## src/inc/link_cfg_consts.svh

```systemverilog
// Purpose: offsets, field positions and reset values of the link parameter bank
// Assumes: 15-bit register addresses, 8-bit register data
// Notes: reset values select the four-lane high-rate mode with scrambling off
`ifndef LINK_CFG_CONSTS_SVH
`define LINK_CFG_CONSTS_SVH

// register offsets
`define ADDR_STATUS        15'h030
`define ADDR_LANE_SCR      15'h453
`define ADDR_OCT_M1        15'h454
`define ADDR_FRAMES_MF     15'h455
`define ADDR_CONVERTERS    15'h456
`define ADDR_CS_RES        15'h457
`define ADDR_SUBCLASS_NP   15'h458
`define ADDR_VER_SAMPLES   15'h459
`define ADDR_DENSITY_AND_CONTROL_WORDS         15'h45a
`define ADDR_DESKEW        15'h46c
`define ADDR_OCT_DIRECT    15'h476
`define ADDR_LANE_EN       15'h47d

// field positions
`define BIT_SCRAMBLE       7
`define BIT_HIGH_DENSITY   7
`define BIT_ERR_LMFC       5
`define BIT_ERR_COMBO      3
`define BIT_ERR_K          2
`define BIT_ERR_SUBCLASS   1

// expected field values
`define VAL_RES_M1         5'h0f
`define VAL_NP_M1          5'h0f
`define VAL_VERSION        3'h1
`define VAL_SUBCLASS_MAX   3'h1
`define VAL_K16_M1         5'h0f
`define VAL_K32_M1         5'h1f
`define MASK_MODE11        8'hff
`define MASK_MODE12        8'h33
`define MASK_MODE13        8'h11

// reset values
`define RST_LANE_SCR       8'h03
`define RST_OCT_M1         8'h00
`define RST_FRAMES_MF      8'h1f
`define RST_CONVERTERS     8'h00
`define RST_CS_RES         8'h0f
`define RST_SUBCLASS_NP    8'h0f
`define RST_VER_SAMPLES    8'h21
`define RST_DENSITY_AND_CONTROL_WORDS          8'h80
`define RST_DESKEW         8'h00
`define RST_OCT_DIRECT     8'h01
`define RST_LANE_EN        8'h00

`endif

```

## src/inc/link_cfg_pkg.sv

```systemverilog
// Purpose: types shared by the link parameter bank
// Assumes: nothing
// Notes: mode codes are the detected receive-side mode
package link_cfg_pkg;
   typedef enum logic [1:0] {
      MODE_UNKNOWN = 2'b00,
      MODE_11 = 2'b01,
      MODE_12 = 2'b10,
      MODE_13 = 2'b11
   } link_mode_e;
endpackage : link_cfg_pkg

```

## src/inc/reg_access_if.sv

```systemverilog
// Purpose: register access strobes between the serial port and the bank
// Assumes: one clock, strobes one cycle long
// Notes: rdata answers combinationally during rd_stb
`timescale 1ns/1ps
interface reg_access_if;
   logic wr_stb;
   logic rd_stb;
   logic [14:0] addr;
   logic [7:0] wdata;
   logic [7:0] rdata;

   modport port (output wr_stb, output rd_stb, output addr, output wdata, input rdata);
   modport regs (input wr_stb, input rd_stb, input addr, input wdata, output rdata);
endinterface : reg_access_if

```

## src/design/serial_link_mode_param_config.sv

```systemverilog
// Purpose: receive-side link parameter bank for the high-rate modes
// Assumes: registers reached only over the serial register port
// Notes: stored values take effect when the lane enable mask is written
//
// Overview of operation
// - bit 7 of 0x453 enables descrambling
// - 0x453 low bits: lanes per link minus one
// - 0x454 holds octets per frame minus one
// - 0x476 holds octets per frame directly
// - 0x455 low bits: frames per multiframe minus one
// - 0x456 must be zero, one converter
// - 0x457: control bits zero, resolution 16
// - 0x458: subclass, 16 bits per sample
// - 0x459: version one, samples minus one
// - 0x45a: high density flag, control words zero
// - lane_deskew_mask deskew mask, one bit per lane
// - lane_enable_mask lane enable mask, flagged lanes capture
// - 0x030 flags illegal delay, combination, K, subclass
`timescale 1ns/1ps
`include "link_cfg_consts.svh"
module serial_link_mode_param_config (
   // clock and reset
   input wire logic clk,
   input wire logic reset,
   // serial register port
   input wire logic spi_sclk,
   input wire logic spi_cs_n,
   input wire logic spi_sdi,
   output logic spi_sdo,
   output logic spi_sdo_oe_n,
   // multiframe clock delay from the timing logic
   input wire logic [4:0] lmfc_delay,
   // applied parameters to the receiver
   output logic descramble_en,
   output logic [4:0] lane_count_m1,
   output logic [7:0] octets_m1,
   output logic [4:0] frames_m1,
   output logic [2:0] subclass,
   output logic [4:0] samples_m1,
   output logic high_density,
   output logic [7:0] deskew_en,
   output logic [7:0] lane_capture_en,
   output link_cfg_pkg::link_mode_e link_mode
);
   reg_access_if bus ();

   logic [7:0] lane_scr_r;
   logic [7:0] oct_m1_r;
   logic [7:0] frames_r;
   logic [7:0] conv_r;
   logic [7:0] cs_res_r;
   logic [7:0] sub_np_r;
   logic [7:0] ver_s_r;
   logic [7:0] density_and_control_words_r;
   logic [7:0] deskew_r;
   logic [7:0] oct_dir_r;
   logic [7:0] lane_en_r;
   logic [7:0] status_r;
   logic [7:0] status_nxt;
   logic [7:0] rdata_nxt;
   logic descramble_r;
   logic [4:0] lane_count_r;
   logic [7:0] octets_r;
   logic [4:0] frames_m1_r;
   logic [2:0] subclass_r;
   logic [4:0] samples_r;
   logic hd_r;
   logic [7:0] deskew_en_r;
   logic [7:0] capture_r;
   link_cfg_pkg::link_mode_e mode_r;
   logic apply;
   logic combo_ok;
   logic k_ok;

   spi_reg_port u_port (
      .clk(clk),
      .reset(reset),
      .sclk(spi_sclk),
      .cs_n(spi_cs_n),
      .sdi(spi_sdi),
      .sdo(spi_sdo),
      .sdo_oe_n(spi_sdo_oe_n),
      .bus(bus.port)
   );

   // writing the lane enable mask commits the stored set
   assign apply = bus.wr_stb && bus.addr == `ADDR_LANE_EN;

   // parameter registers hold until rewritten or reset
   always_ff @(posedge clk or posedge reset) begin
      if (reset) begin
         lane_scr_r <= `RST_LANE_SCR;
         oct_m1_r <= `RST_OCT_M1;
         frames_r <= `RST_FRAMES_MF;
         conv_r <= `RST_CONVERTERS;
         cs_res_r <= `RST_CS_RES;
         sub_np_r <= `RST_SUBCLASS_NP;
         ver_s_r <= `RST_VER_SAMPLES;
         density_and_control_words_r <= `RST_DENSITY_AND_CONTROL_WORDS;
         deskew_r <= `RST_DESKEW;
         oct_dir_r <= `RST_OCT_DIRECT;
         lane_en_r <= `RST_LANE_EN;
      end else if (bus.wr_stb) begin
         case (bus.addr)
            `ADDR_LANE_SCR: lane_scr_r <= bus.wdata;
            `ADDR_OCT_M1: oct_m1_r <= bus.wdata;
            `ADDR_FRAMES_MF: frames_r <= bus.wdata;
            `ADDR_CONVERTERS: conv_r <= bus.wdata;
            `ADDR_CS_RES: cs_res_r <= bus.wdata;
            `ADDR_SUBCLASS_NP: sub_np_r <= bus.wdata;
            `ADDR_VER_SAMPLES: ver_s_r <= bus.wdata;
            `ADDR_DENSITY_AND_CONTROL_WORDS: density_and_control_words_r <= bus.wdata;
            `ADDR_DESKEW: deskew_r <= bus.wdata;
            `ADDR_OCT_DIRECT: oct_dir_r <= bus.wdata;
            `ADDR_LANE_EN: lane_en_r <= bus.wdata;
            default: ;
         endcase
      end
   end

   // frames per multiframe: 32 always, 16 only with two octets
   always_comb begin
      k_ok = frames_r[4:0] == `VAL_K32_M1 ||
             (frames_r[4:0] == `VAL_K16_M1 && oct_m1_r == 8'h01);
   end

   // receive side counts are half the transmitter's true counts
   always_comb begin
      combo_ok = 1'b0;
      if (lane_scr_r[4:0] == 5'h03 && oct_m1_r == 8'h00 && ver_s_r[4:0] == 5'h01 && density_and_control_words_r[7])
         combo_ok = 1'b1;
      if (lane_scr_r[4:0] == 5'h01 && oct_m1_r == 8'h00 && ver_s_r[4:0] == 5'h00 && density_and_control_words_r[7])
         combo_ok = 1'b1;
      if (lane_scr_r[4:0] == 5'h00 && oct_m1_r == 8'h01 && ver_s_r[4:0] == 5'h00 && !density_and_control_words_r[7])
         combo_ok = 1'b1;
      if (conv_r != 8'h00)
         combo_ok = 1'b0;
      if (oct_dir_r != oct_m1_r + 8'h01)
         combo_ok = 1'b0;
      if (cs_res_r[7:6] != 2'b00 || cs_res_r[4:0] != `VAL_RES_M1)
         combo_ok = 1'b0;
      if (sub_np_r[4:0] != `VAL_NP_M1 || ver_s_r[7:5] != `VAL_VERSION)
         combo_ok = 1'b0;
      if (density_and_control_words_r[4:0] != 5'h00)
         combo_ok = 1'b0;
   end

   // live checks, visible one cycle after the offending value
   always_comb begin
      status_nxt = 8'h00;
      status_nxt[`BIT_ERR_LMFC] = lmfc_delay > frames_r[4:0];
      status_nxt[`BIT_ERR_COMBO] = !combo_ok;
      status_nxt[`BIT_ERR_K] = !k_ok;
      status_nxt[`BIT_ERR_SUBCLASS] = sub_np_r[7:5] > `VAL_SUBCLASS_MAX;
   end

   always_ff @(posedge clk or posedge reset) begin
      if (reset)
         status_r <= 8'h00;
      else
         status_r <= status_nxt;
   end

   // read mux; unmapped addresses read zero
   always_comb begin
      case (bus.addr)
         `ADDR_STATUS: rdata_nxt = status_r;
         `ADDR_LANE_SCR: rdata_nxt = lane_scr_r;
         `ADDR_OCT_M1: rdata_nxt = oct_m1_r;
         `ADDR_FRAMES_MF: rdata_nxt = frames_r;
         `ADDR_CONVERTERS: rdata_nxt = conv_r;
         `ADDR_CS_RES: rdata_nxt = cs_res_r;
         `ADDR_SUBCLASS_NP: rdata_nxt = sub_np_r;
         `ADDR_VER_SAMPLES: rdata_nxt = ver_s_r;
         `ADDR_DENSITY_AND_CONTROL_WORDS: rdata_nxt = density_and_control_words_r;
         `ADDR_DESKEW: rdata_nxt = deskew_r;
         `ADDR_OCT_DIRECT: rdata_nxt = oct_dir_r;
         `ADDR_LANE_EN: rdata_nxt = lane_en_r;
         default: rdata_nxt = 8'h00;
      endcase
   end
   assign bus.rdata = rdata_nxt;

   // applied set changes only at commit, so the receiver never sees half a config
   always_ff @(posedge clk or posedge reset) begin
      if (reset) begin
         descramble_r <= 1'b0;
         lane_count_r <= 5'h00;
         octets_r <= 8'h00;
         frames_m1_r <= 5'h00;
         subclass_r <= 3'h0;
         samples_r <= 5'h00;
         hd_r <= 1'b0;
         deskew_en_r <= 8'h00;
         capture_r <= 8'h00;
      end else if (apply) begin
         descramble_r <= lane_scr_r[`BIT_SCRAMBLE];
         lane_count_r <= lane_scr_r[4:0];
         octets_r <= oct_m1_r;
         frames_m1_r <= frames_r[4:0];
         subclass_r <= sub_np_r[7:5];
         samples_r <= ver_s_r[4:0];
         hd_r <= density_and_control_words_r[`BIT_HIGH_DENSITY];
         deskew_en_r <= deskew_r;
         capture_r <= bus.wdata;
      end
   end

   // mode recognised from the committed lane enable mask
   always_ff @(posedge clk or posedge reset) begin
      if (reset)
         mode_r <= link_cfg_pkg::MODE_UNKNOWN;
      else if (apply) begin
         case (bus.wdata)
            `MASK_MODE11: mode_r <= link_cfg_pkg::MODE_11;
            `MASK_MODE12: mode_r <= link_cfg_pkg::MODE_12;
            `MASK_MODE13: mode_r <= link_cfg_pkg::MODE_13;
            default: mode_r <= link_cfg_pkg::MODE_UNKNOWN;
         endcase
      end
   end

   assign descramble_en = descramble_r;
   assign lane_count_m1 = lane_count_r;
   assign octets_m1 = octets_r;
   assign frames_m1 = frames_m1_r;
   assign subclass = subclass_r;
   assign samples_m1 = samples_r;
   assign high_density = hd_r;
   assign deskew_en = deskew_en_r;
   assign lane_capture_en = capture_r;
   assign link_mode = mode_r;
endmodule : serial_link_mode_param_config

```

## src/design/spi_reg_port.sv

```systemverilog
// Purpose: serial register port, one 24-bit frame per access
// Assumes: sclk at most a third of clk rate, pins synchronous to clk
// Notes: frame is r/w bit, 15 address bits, 8 data bits, msb first
`timescale 1ns/1ps
module spi_reg_port (
   // clock and reset
   input wire logic clk,
   input wire logic reset,
   // serial pins
   input wire logic sclk,
   input wire logic cs_n,
   input wire logic sdi,
   output logic sdo,
   output logic sdo_oe_n,
   // register side
   reg_access_if.port bus
);
   logic sclk_q_r;
   logic [4:0] cnt_r;
   logic [22:0] in_sh_r;
   logic rw_r;
   logic [7:0] out_sh_r;
   logic sdo_r;
   logic oe_n_r;
   logic rd_stb_r;
   logic wr_stb_r;
   logic [14:0] addr_r;
   logic [7:0] wdata_r;
   logic rise;
   logic fall;

   // edges of the sampled serial clock
   assign rise = ~cs_n & sclk & ~sclk_q_r;
   assign fall = ~cs_n & ~sclk & sclk_q_r;

   // bit counter stops at the frame end; extra bits are ignored
   always_ff @(posedge clk or posedge reset) begin
      if (reset) begin
         sclk_q_r <= 1'b0;
         cnt_r <= 5'h00;
      end else begin
         sclk_q_r <= sclk;
         if (cs_n)
            cnt_r <= 5'h00;
         else if (rise && cnt_r != 5'h18)
            cnt_r <= cnt_r + 5'h01;
      end
   end

   // shift in header and data
   always_ff @(posedge clk or posedge reset) begin
      if (reset) begin
         in_sh_r <= 23'h000000;
         rw_r <= 1'b0;
      end else if (rise && cnt_r != 5'h18) begin
         in_sh_r <= {in_sh_r[21:0], sdi};
         if (cnt_r == 5'h00)
            rw_r <= sdi;
      end
   end

   // strobes registered so the bank sees clean pulses
   always_ff @(posedge clk or posedge reset) begin
      if (reset) begin
         rd_stb_r <= 1'b0;
         wr_stb_r <= 1'b0;
         addr_r <= 15'h0000;
         wdata_r <= 8'h00;
      end else begin
         rd_stb_r <= rise && cnt_r == 5'h0f && rw_r;
         wr_stb_r <= rise && cnt_r == 5'h17 && !rw_r;
         if (rise && cnt_r == 5'h0f)
            addr_r <= {in_sh_r[13:0], sdi};
         if (rise && cnt_r == 5'h17)
            wdata_r <= {in_sh_r[6:0], sdi};
      end
   end

   // read data leaves on falling edges after the header
   always_ff @(posedge clk or posedge reset) begin
      if (reset) begin
         out_sh_r <= 8'h00;
         sdo_r <= 1'b0;
         oe_n_r <= 1'b1;
      end else begin
         if (rd_stb_r)
            out_sh_r <= bus.rdata;
         else if (fall && rw_r && cnt_r >= 5'h10 && cnt_r != 5'h18)
            out_sh_r <= {out_sh_r[6:0], 1'b0};
         if (fall && rw_r && cnt_r >= 5'h10 && cnt_r != 5'h18)
            sdo_r <= out_sh_r[7];
         if (cs_n)
            oe_n_r <= 1'b1;
         else if (fall && rw_r && cnt_r >= 5'h10)
            oe_n_r <= 1'b0;
      end
   end

   assign bus.rd_stb = rd_stb_r;
   assign bus.wr_stb = wr_stb_r;
   assign bus.addr = addr_r;
   assign bus.wdata = wdata_r;
   assign sdo = sdo_r;
   assign sdo_oe_n = oe_n_r;
endmodule : spi_reg_port

```

## config.mk

```make
export PLATFORM = sky130hd
export DESIGN_NAME = serial_link_mode_param_config
export DESIGN_NICKNAME = d
export VERILOG_FILES = /design/src/inc/link_cfg_pkg.sv /design/src/inc/reg_access_if.sv /design/src/design/serial_link_mode_param_config.sv /design/src/design/spi_reg_port.sv
export VERILOG_INCLUDE_DIRS = /design/src /design/src/inc
export SDC_FILE = /design/constraint.sdc
export NUM_CORES = 1
export LEC_CHECK = 0
export BUFFER_PORTS_ARGS = -buffer_cell sky130_fd_sc_hd__buf_2
export CAP_MARGIN = 5
export CORE_ASPECT_RATIO = 2
export CORE_MARGIN = 4
export CORE_UTILIZATION = 33
export DETAILED_ROUTE_END_ITERATION = 7
export GPL_TIMING_DRIVEN = 0
export PLACE_DENSITY_LB_ADDON = 0.12
export REMOVE_ABC_BUFFERS = 1
export SETUP_SLACK_MARGIN = 0.3
export SYNTH_ARGS = -nofsm -noshare
export SYNTH_HDL_FRONTEND = slang
export SYNTH_SLANG_ARGS = --single-unit
export TNS_END_PERCENT = 10
```

## constraint.sdc

```tcl
create_clock -name clk -period 8.5 [get_ports clk]
set_input_delay 2.55 -clock clk [delete_from_list [all_inputs] [get_ports clk]]
set_output_delay 2.55 -clock clk [all_outputs]
set_load 0.02 [all_outputs]
```

---- Word-level counts from Yosys, hierarchy flattened ----
Index checks and enable logic that the tools add are counted.
cells by class
  bitwise gates (word level) .............. 7
  $mul .................................... 0
  add/subtract/negate cells ............... 2
  div/mod/pow operators ................... 0
  reductions and logical operators ........ 48
  equality and inequality tests ........... 28
  shift-type cells ........................ 0
  muxes and demuxes ....................... 16
  order comparisons ....................... 3
operators with widths
  operator              count
  $eq 15x11->1 const B  11
  $pmux 8 s12           1
  $reduce_and 2->1      12
  $logic_and 1x1->1     19
  $mux 8                2
  $eq 15x6->1 const B   1
  $logic_not 5->1       3
  $eq 5x1->1 const B    2
  $eq 5x4->1 const B    2
  $eq 5x5->1 const B    2
  $mux 1                10
  $mux 5                2
  $ne 5x4->1 const B    2
  $add 8x1->8 const B   1
  $eq 8x1->1 const B    1
  $eq 8x5->1 const B    1
  $eq 8x6->1 const B    1
  $eq 8x8->1 const B    1
  $logic_not 8->1       1
  $ne 8x8->1            1
  $reduce_bool 2->1     4
  $reduce_bool 8->1     1
  $pmux 2 s3            1
  $add 5x1->5 const B   1
  other kinds (11)      21
storage, ports and cells
  input bits .............................. 10
  latch bits .............................. 0
  logic and storage cells ................. 137
  bits in registers ....................... 194
  memory bits (read-only) ................. 0
  memories ................................ 0
  memory bits (writable) .................. 0
  output and inout bits ................... 48

---- Depth between registers and ports, before layout ----
  word-level depth ........................ 13
  mapped depth ............................ 8
  mapped depth without buffers ............ 7

---- Modules after synthesis ----
Synthesis repeated with hierarchy kept, for this count alone.
second synthesis, totals
  cells, all modules ...................... 653
  area, all modules ....................... 8722.1 um2
by module, submodules not included
  module                         cells an instance  times used  area each (um2)  sequential area each (um2)
  serial_link_mode_param_config  479                1           6289.8           3276.9
  spi_reg_port                   174                1           2432.3           1402.6

---- Least setup slack after synthesis ----
No wires, ideal clock.
  kind .................................... input -> register
  start point ............................. input spi_cs_n
  end point ............................... register u_port.addr_r[0] (netlist: u_port.bus.addr[0])
  setup time .............................. 0.125 ns
  cell stages on the path ................. 6
  path buffers ............................ 2
  data arrival time ....................... 3.912 ns
  path slack .............................. 4.464 ns
  required time ........................... 8.375 ns
  cells stage by stage .................... inv_1 and3_1 and2_1 clkbuf_1 clkbuf_1 mux2_2
between the ends
  word-level cells in the longest chain between the ends .. 4
RTL lines
  what                       line                                 text
  start, declared            serial_link_mode_param_config.sv:27  input wire logic spi_cs_n,
  $not 1->1                  spi_reg_port.sv:33                   assign rise = ~cs_n & sclk & ~sclk_q_r;
  $and 1x1->1 (2 in series)  spi_reg_port.sv:33
  $logic_and 1x1->1          spi_reg_port.sv:72                   if (rise && cnt_r == 5'h0f)
  end signal, assigned       spi_reg_port.sv:73                   addr_r <= {in_sh_r[13:0], sdi};
  end, declared              spi_reg_port.sv:27                   logic [14:0] addr_r;
Every way passes these cells.
A chain may end at the register's enable or synchronous reset.

---- Worst setup path after layout ----
  start point ............................. input spi_sclk
  end point ............................... register u_port.out_sh_r[6]
between the ends
  word-level cells in the longest chain between the ends .. 7
RTL lines
  what                             line                                 text
  start, declared                  serial_link_mode_param_config.sv:26  input wire logic spi_sclk,
  $not 1->1                        spi_reg_port.sv:34                   assign fall = ~cs_n & ~sclk & sclk_q_r;
  $and 1x1->1 (2 in series)        spi_reg_port.sv:34
  $logic_and 1x1->1 (3 in series)  spi_reg_port.sv:88                   else if (fall && rw_r && cnt_r >= 5'h10 && cnt_r != 5'h18)
  $reduce_bool 2->1 (no line)      n/a
  end signal, assigned             spi_reg_port.sv:87                   out_sh_r <= bus.rdata;
  end signal, assigned             spi_reg_port.sv:89                   out_sh_r <= {out_sh_r[6:0], 1'b0};
  end, declared                    spi_reg_port.sv:22                   logic [7:0] out_sh_r;
Every way passes these cells.

==> flow_summary.toml <==
[timing]
rsz0062_at_grt = "false"
hold_viol = 0
worst_slew_pin_slew_ns = 1.153
fin_crit_ns = 3.986
hold_ws_ns = 0.4575
maxSlewHeadroom = 0.2251
drv_slew = 0
min_period_over_period = 0.4689
finClkSkew_ns = 0.01146
fmax_ghz = 0.2509
setup_violations = 0
worst_slack_ns = 4.514

[critical_path]
r2r_cells = 6
reg2reg_to = "u_port.out_sh_r[3]"
cp_slowest_cell = "nor3_2"
cp.arrival_ns = 4.27
cp_top_family = "simple AND/OR/NAND/NOR gates"
slowest_delay_ns = 0.67
crit_path_end = "u_port.out_sh_r[6]"
cp.depth = 6
start_kind = "primary input"
ff2ff_setup_slack_ns = 5.27
critPathBufInv = 1
r2r_start = "u_port.bus.addr[2]"
crit_path_end_kind = "flop"
crit_chain = "buf_2 -> nand4b_1 -> nor3_2 -> mux2_2 -> nor2_1 -> a31oi_1"
required_ns = 8.78
cp_max_fo = 9
crit_start = "spi_sclk"
critPathKind = "primary input to flop"

[clock_network]
tritoncts = "done"
postCtsSetupBuffers = 0
cts_made_buffers = 17
insertion_delay_ns = 0.45
htreeDepth = 4
ctsHoldBuffers = 0
cts_buffer_depth = 2
path_clk_slew_ns = 0.06
cts_resized = 0
ctsRootBufferMaster = "clkbuf_16"
clkSinkCount = 186

[hold_path]
hp-class = "flop to flop"

[logic_synthesis]
avgSynthCellArea_um2 = 12.70
synth_top_area_frac = 0.4550
synth-seq-cells = 186
synth_ff_type = "dfrtp_1"
synth_warnings = 0
synthArstFlopShare = 1.000
syn_inst = 719
synth_edf_count = 0
synth_cell_types = 77
syn-cell-area_um2 = 9129
synth_top_cell_by_area = "dfrtp_1"
synth.area.top_cells = "dfrtp_1 (46%), mux2_2 (15%), dfstp_2 (5.8%), mux2_4 (2.6%), mux2_1 (2.6%)"
ys_seq_area_frac = 0.5126

[place]
placed_area_um2 = 9653
numPortBuffers = 57
dpl_worst_slack_ns = 3.811
post-dp-hpwl_um = 20740
place_congestion = 0.8747

[die]
ios = 58
start_util = 0.3366
dieWidth_um = 125.6
design.die.area_um2 = 30550
fp.dieH_um = 243.2
std_cell_rows = 85
coreArea_um2 = 27120

[layout]
fillers = 2641
nets = 776
area_delta_synth_final_pct = 12.25
fin_area_um2 = 10250
layout-drive-gt1-share = 0.3672
diodes = 0

[global_routing]
grt_usage = 0.1920
grt_max_degree = 96
antenna_found_initial = 0
met2_usage = 0.3577
grt_use_met1 = 0.2018
grt_remaining_overflow = 0
busiest_layer = "met2"
grt_pass1_wl_um = 43500
grt_pass1_vias = 6632
gr-usage-met3 = 0.03212

[routing]
via_per_inst = 5.626
drtAntennaViolNets = 0
drtIter0Drc = 546
wl_um = 28600
wl_per_cell_um = 25.63
first_pass_iters = 5
drcViolationCount = 0
vias = 6279

[run]
maxCapViolCount = 0

[power_and_ir_drop]
ir_drop_uv = 134.9
cellPowerDensity_nw_per_um2 = 174.2
p_leak_nw = 4.720

[status]
status = "complete, no violations"
-- cell usage after synthesis, types with 5 or more instances --
cell type	instances
a31oi_1	12
nor4_1	27
a221oi_1	6
nand3_1	18
nor2_1	30
a222oi_1	6
clkbuf_1	24
mux2i_1	5
dfstp_2	20
xnor2_1	8
mux2_4	16
nand4_1	9
or4bb_1	6
nand2_1	33
inv_1	18
ha_1	11
a22oi_1	18
o21ai_0	21
dfrtp_1	166
nor4_2	9
mux2_1	21
and3_1	5
buf_2	7
buf_6	5
nor4_4	6
mux2_2	119
-- registers in the layout, indices dropped and copies added, names as in the netlist, 8 cells and up --
| name | count |
|---|---|
| octets_m1 | 8 |
| frames_r | 8 |
| density_and_control_words_r | 8 |
| u_port.bus.addr | 15 |
| cs_res_r | 8 |
| deskew_en | 8 |
| lane_scr_r | 8 |
| u_port.in_sh_r | 14 |
| deskew_r | 8 |
| oct_m1_r | 8 |
| oct_dir_r | 8 |
| u_port.bus.wdata | 8 |
| ver_s_r | 8 |
| sub_np_r | 8 |
| conv_r | 8 |
| u_port.out_sh_r | 8 |
| lane_en_r | 8 |
-- layout make-up --
| cell class | count | area [um^2] | share of cell area |
|---|---|---|---|
| Multi-Input combinational cell | 472 | 4135 | 0.4035 |
| Inverter | 18 | 75.07 | 0.007326 |
| Clock inverter | 10 | 115.1 | 0.01123 |
| Tap cell | 348 | 435.4 | 0.04249 |
| Clock buffer | 22 | 474.2 | 0.04628 |
| Sequential cell | 186 | 4679 | 0.4567 |
| Timing Repair Buffer | 60 | 332.8 | 0.03248 |
-- kinds of logic after synthesis --
group	synth area share
buffers and inverters	0.03440
adder cells (fa/ha/maj)	0.01508
AO/OA/AOI/OAI	0.07045
AND/OR/NAND/NOR	0.1490
flip-flops	0.5126
XOR/XNOR	0.01151
multiplexers	0.2070
-- placed cells by master (no fill, tap or decap), types with 11 or more instances in the layout --
master	count
nand3_1	18
mux2_4	16
nor2_1	30
dfrtp_1	166
inv_1	17
a22oi_1	18
o21ai_0	21
clkbuf_16	17
nor4_1	27
ha_1	11
nand2_1	33
dfstp_2	20
a31oi_1	12
buf_2	58
mux2_1	21
mux2_2	119
-- worst min path at each step --
| stage | start | slack [ns] | end | depth (start not counted) |
|---|---|---|---|---|
| after floorplan | u_port.rw_r | 0.46 | u_port.bus.wr_stb | 1 |
| after global placement | u_port.sdo_oe_n | 0.45 | u_port.sdo_oe_n | 2 |
| after detailed placement | u_port.sdo_oe_n | 0.45 | u_port.sdo_oe_n | 2 |
| after CTS | u_port.sdo_oe_n | 0.46 | u_port.sdo_oe_n | 2 |
| after global routing | u_port.sdo_oe_n | 0.48 | u_port.sdo_oe_n | 2 |
| final | u_port.sdo_oe_n | 0.46 | u_port.sdo_oe_n | 2 |
-- power by group --
group | internal [mW] | switching, mW
clock | 0.456 | 0.353
sequential | 0.906 | 0.0188
combinational | 0.0215 | 0.0295
total | 1.38 | 0.402
-- metal layers --
metal	vias to the layer above	part of all wire	wire length (um)
met5	-	0	0
met4	0	0.056	1605
met3	56	0.033	952
met2	165	0.55	15840
met1	3291	0.36	10210
li1	2767	-	-
-- metrics by stage --
step / TNS (ns) / std cells / utilization / total power [mW]
after CTS: 0 / 1115 / 0.3777 / 1.807
after detailed placement: 0 / 1083 / 0.3559 / 0.9945
after floorplan: 0 / 676 / - / 0.9716
final: 0 / 1116 / 0.3779 / 1.786
after global routing: 0 / 1116 / 0.3779 / 1.846
after global placement: -207.01 / 1081 / 0.3541 / 0.9907
-- worst min-delay path, delay by kind of cell, from the launching register on --
family / cells / cell delay (ns)
flops: 1 / 0.37
simple gates: 2 / 0.09
No activity file was read; power rests on OpenSTA's default activity.
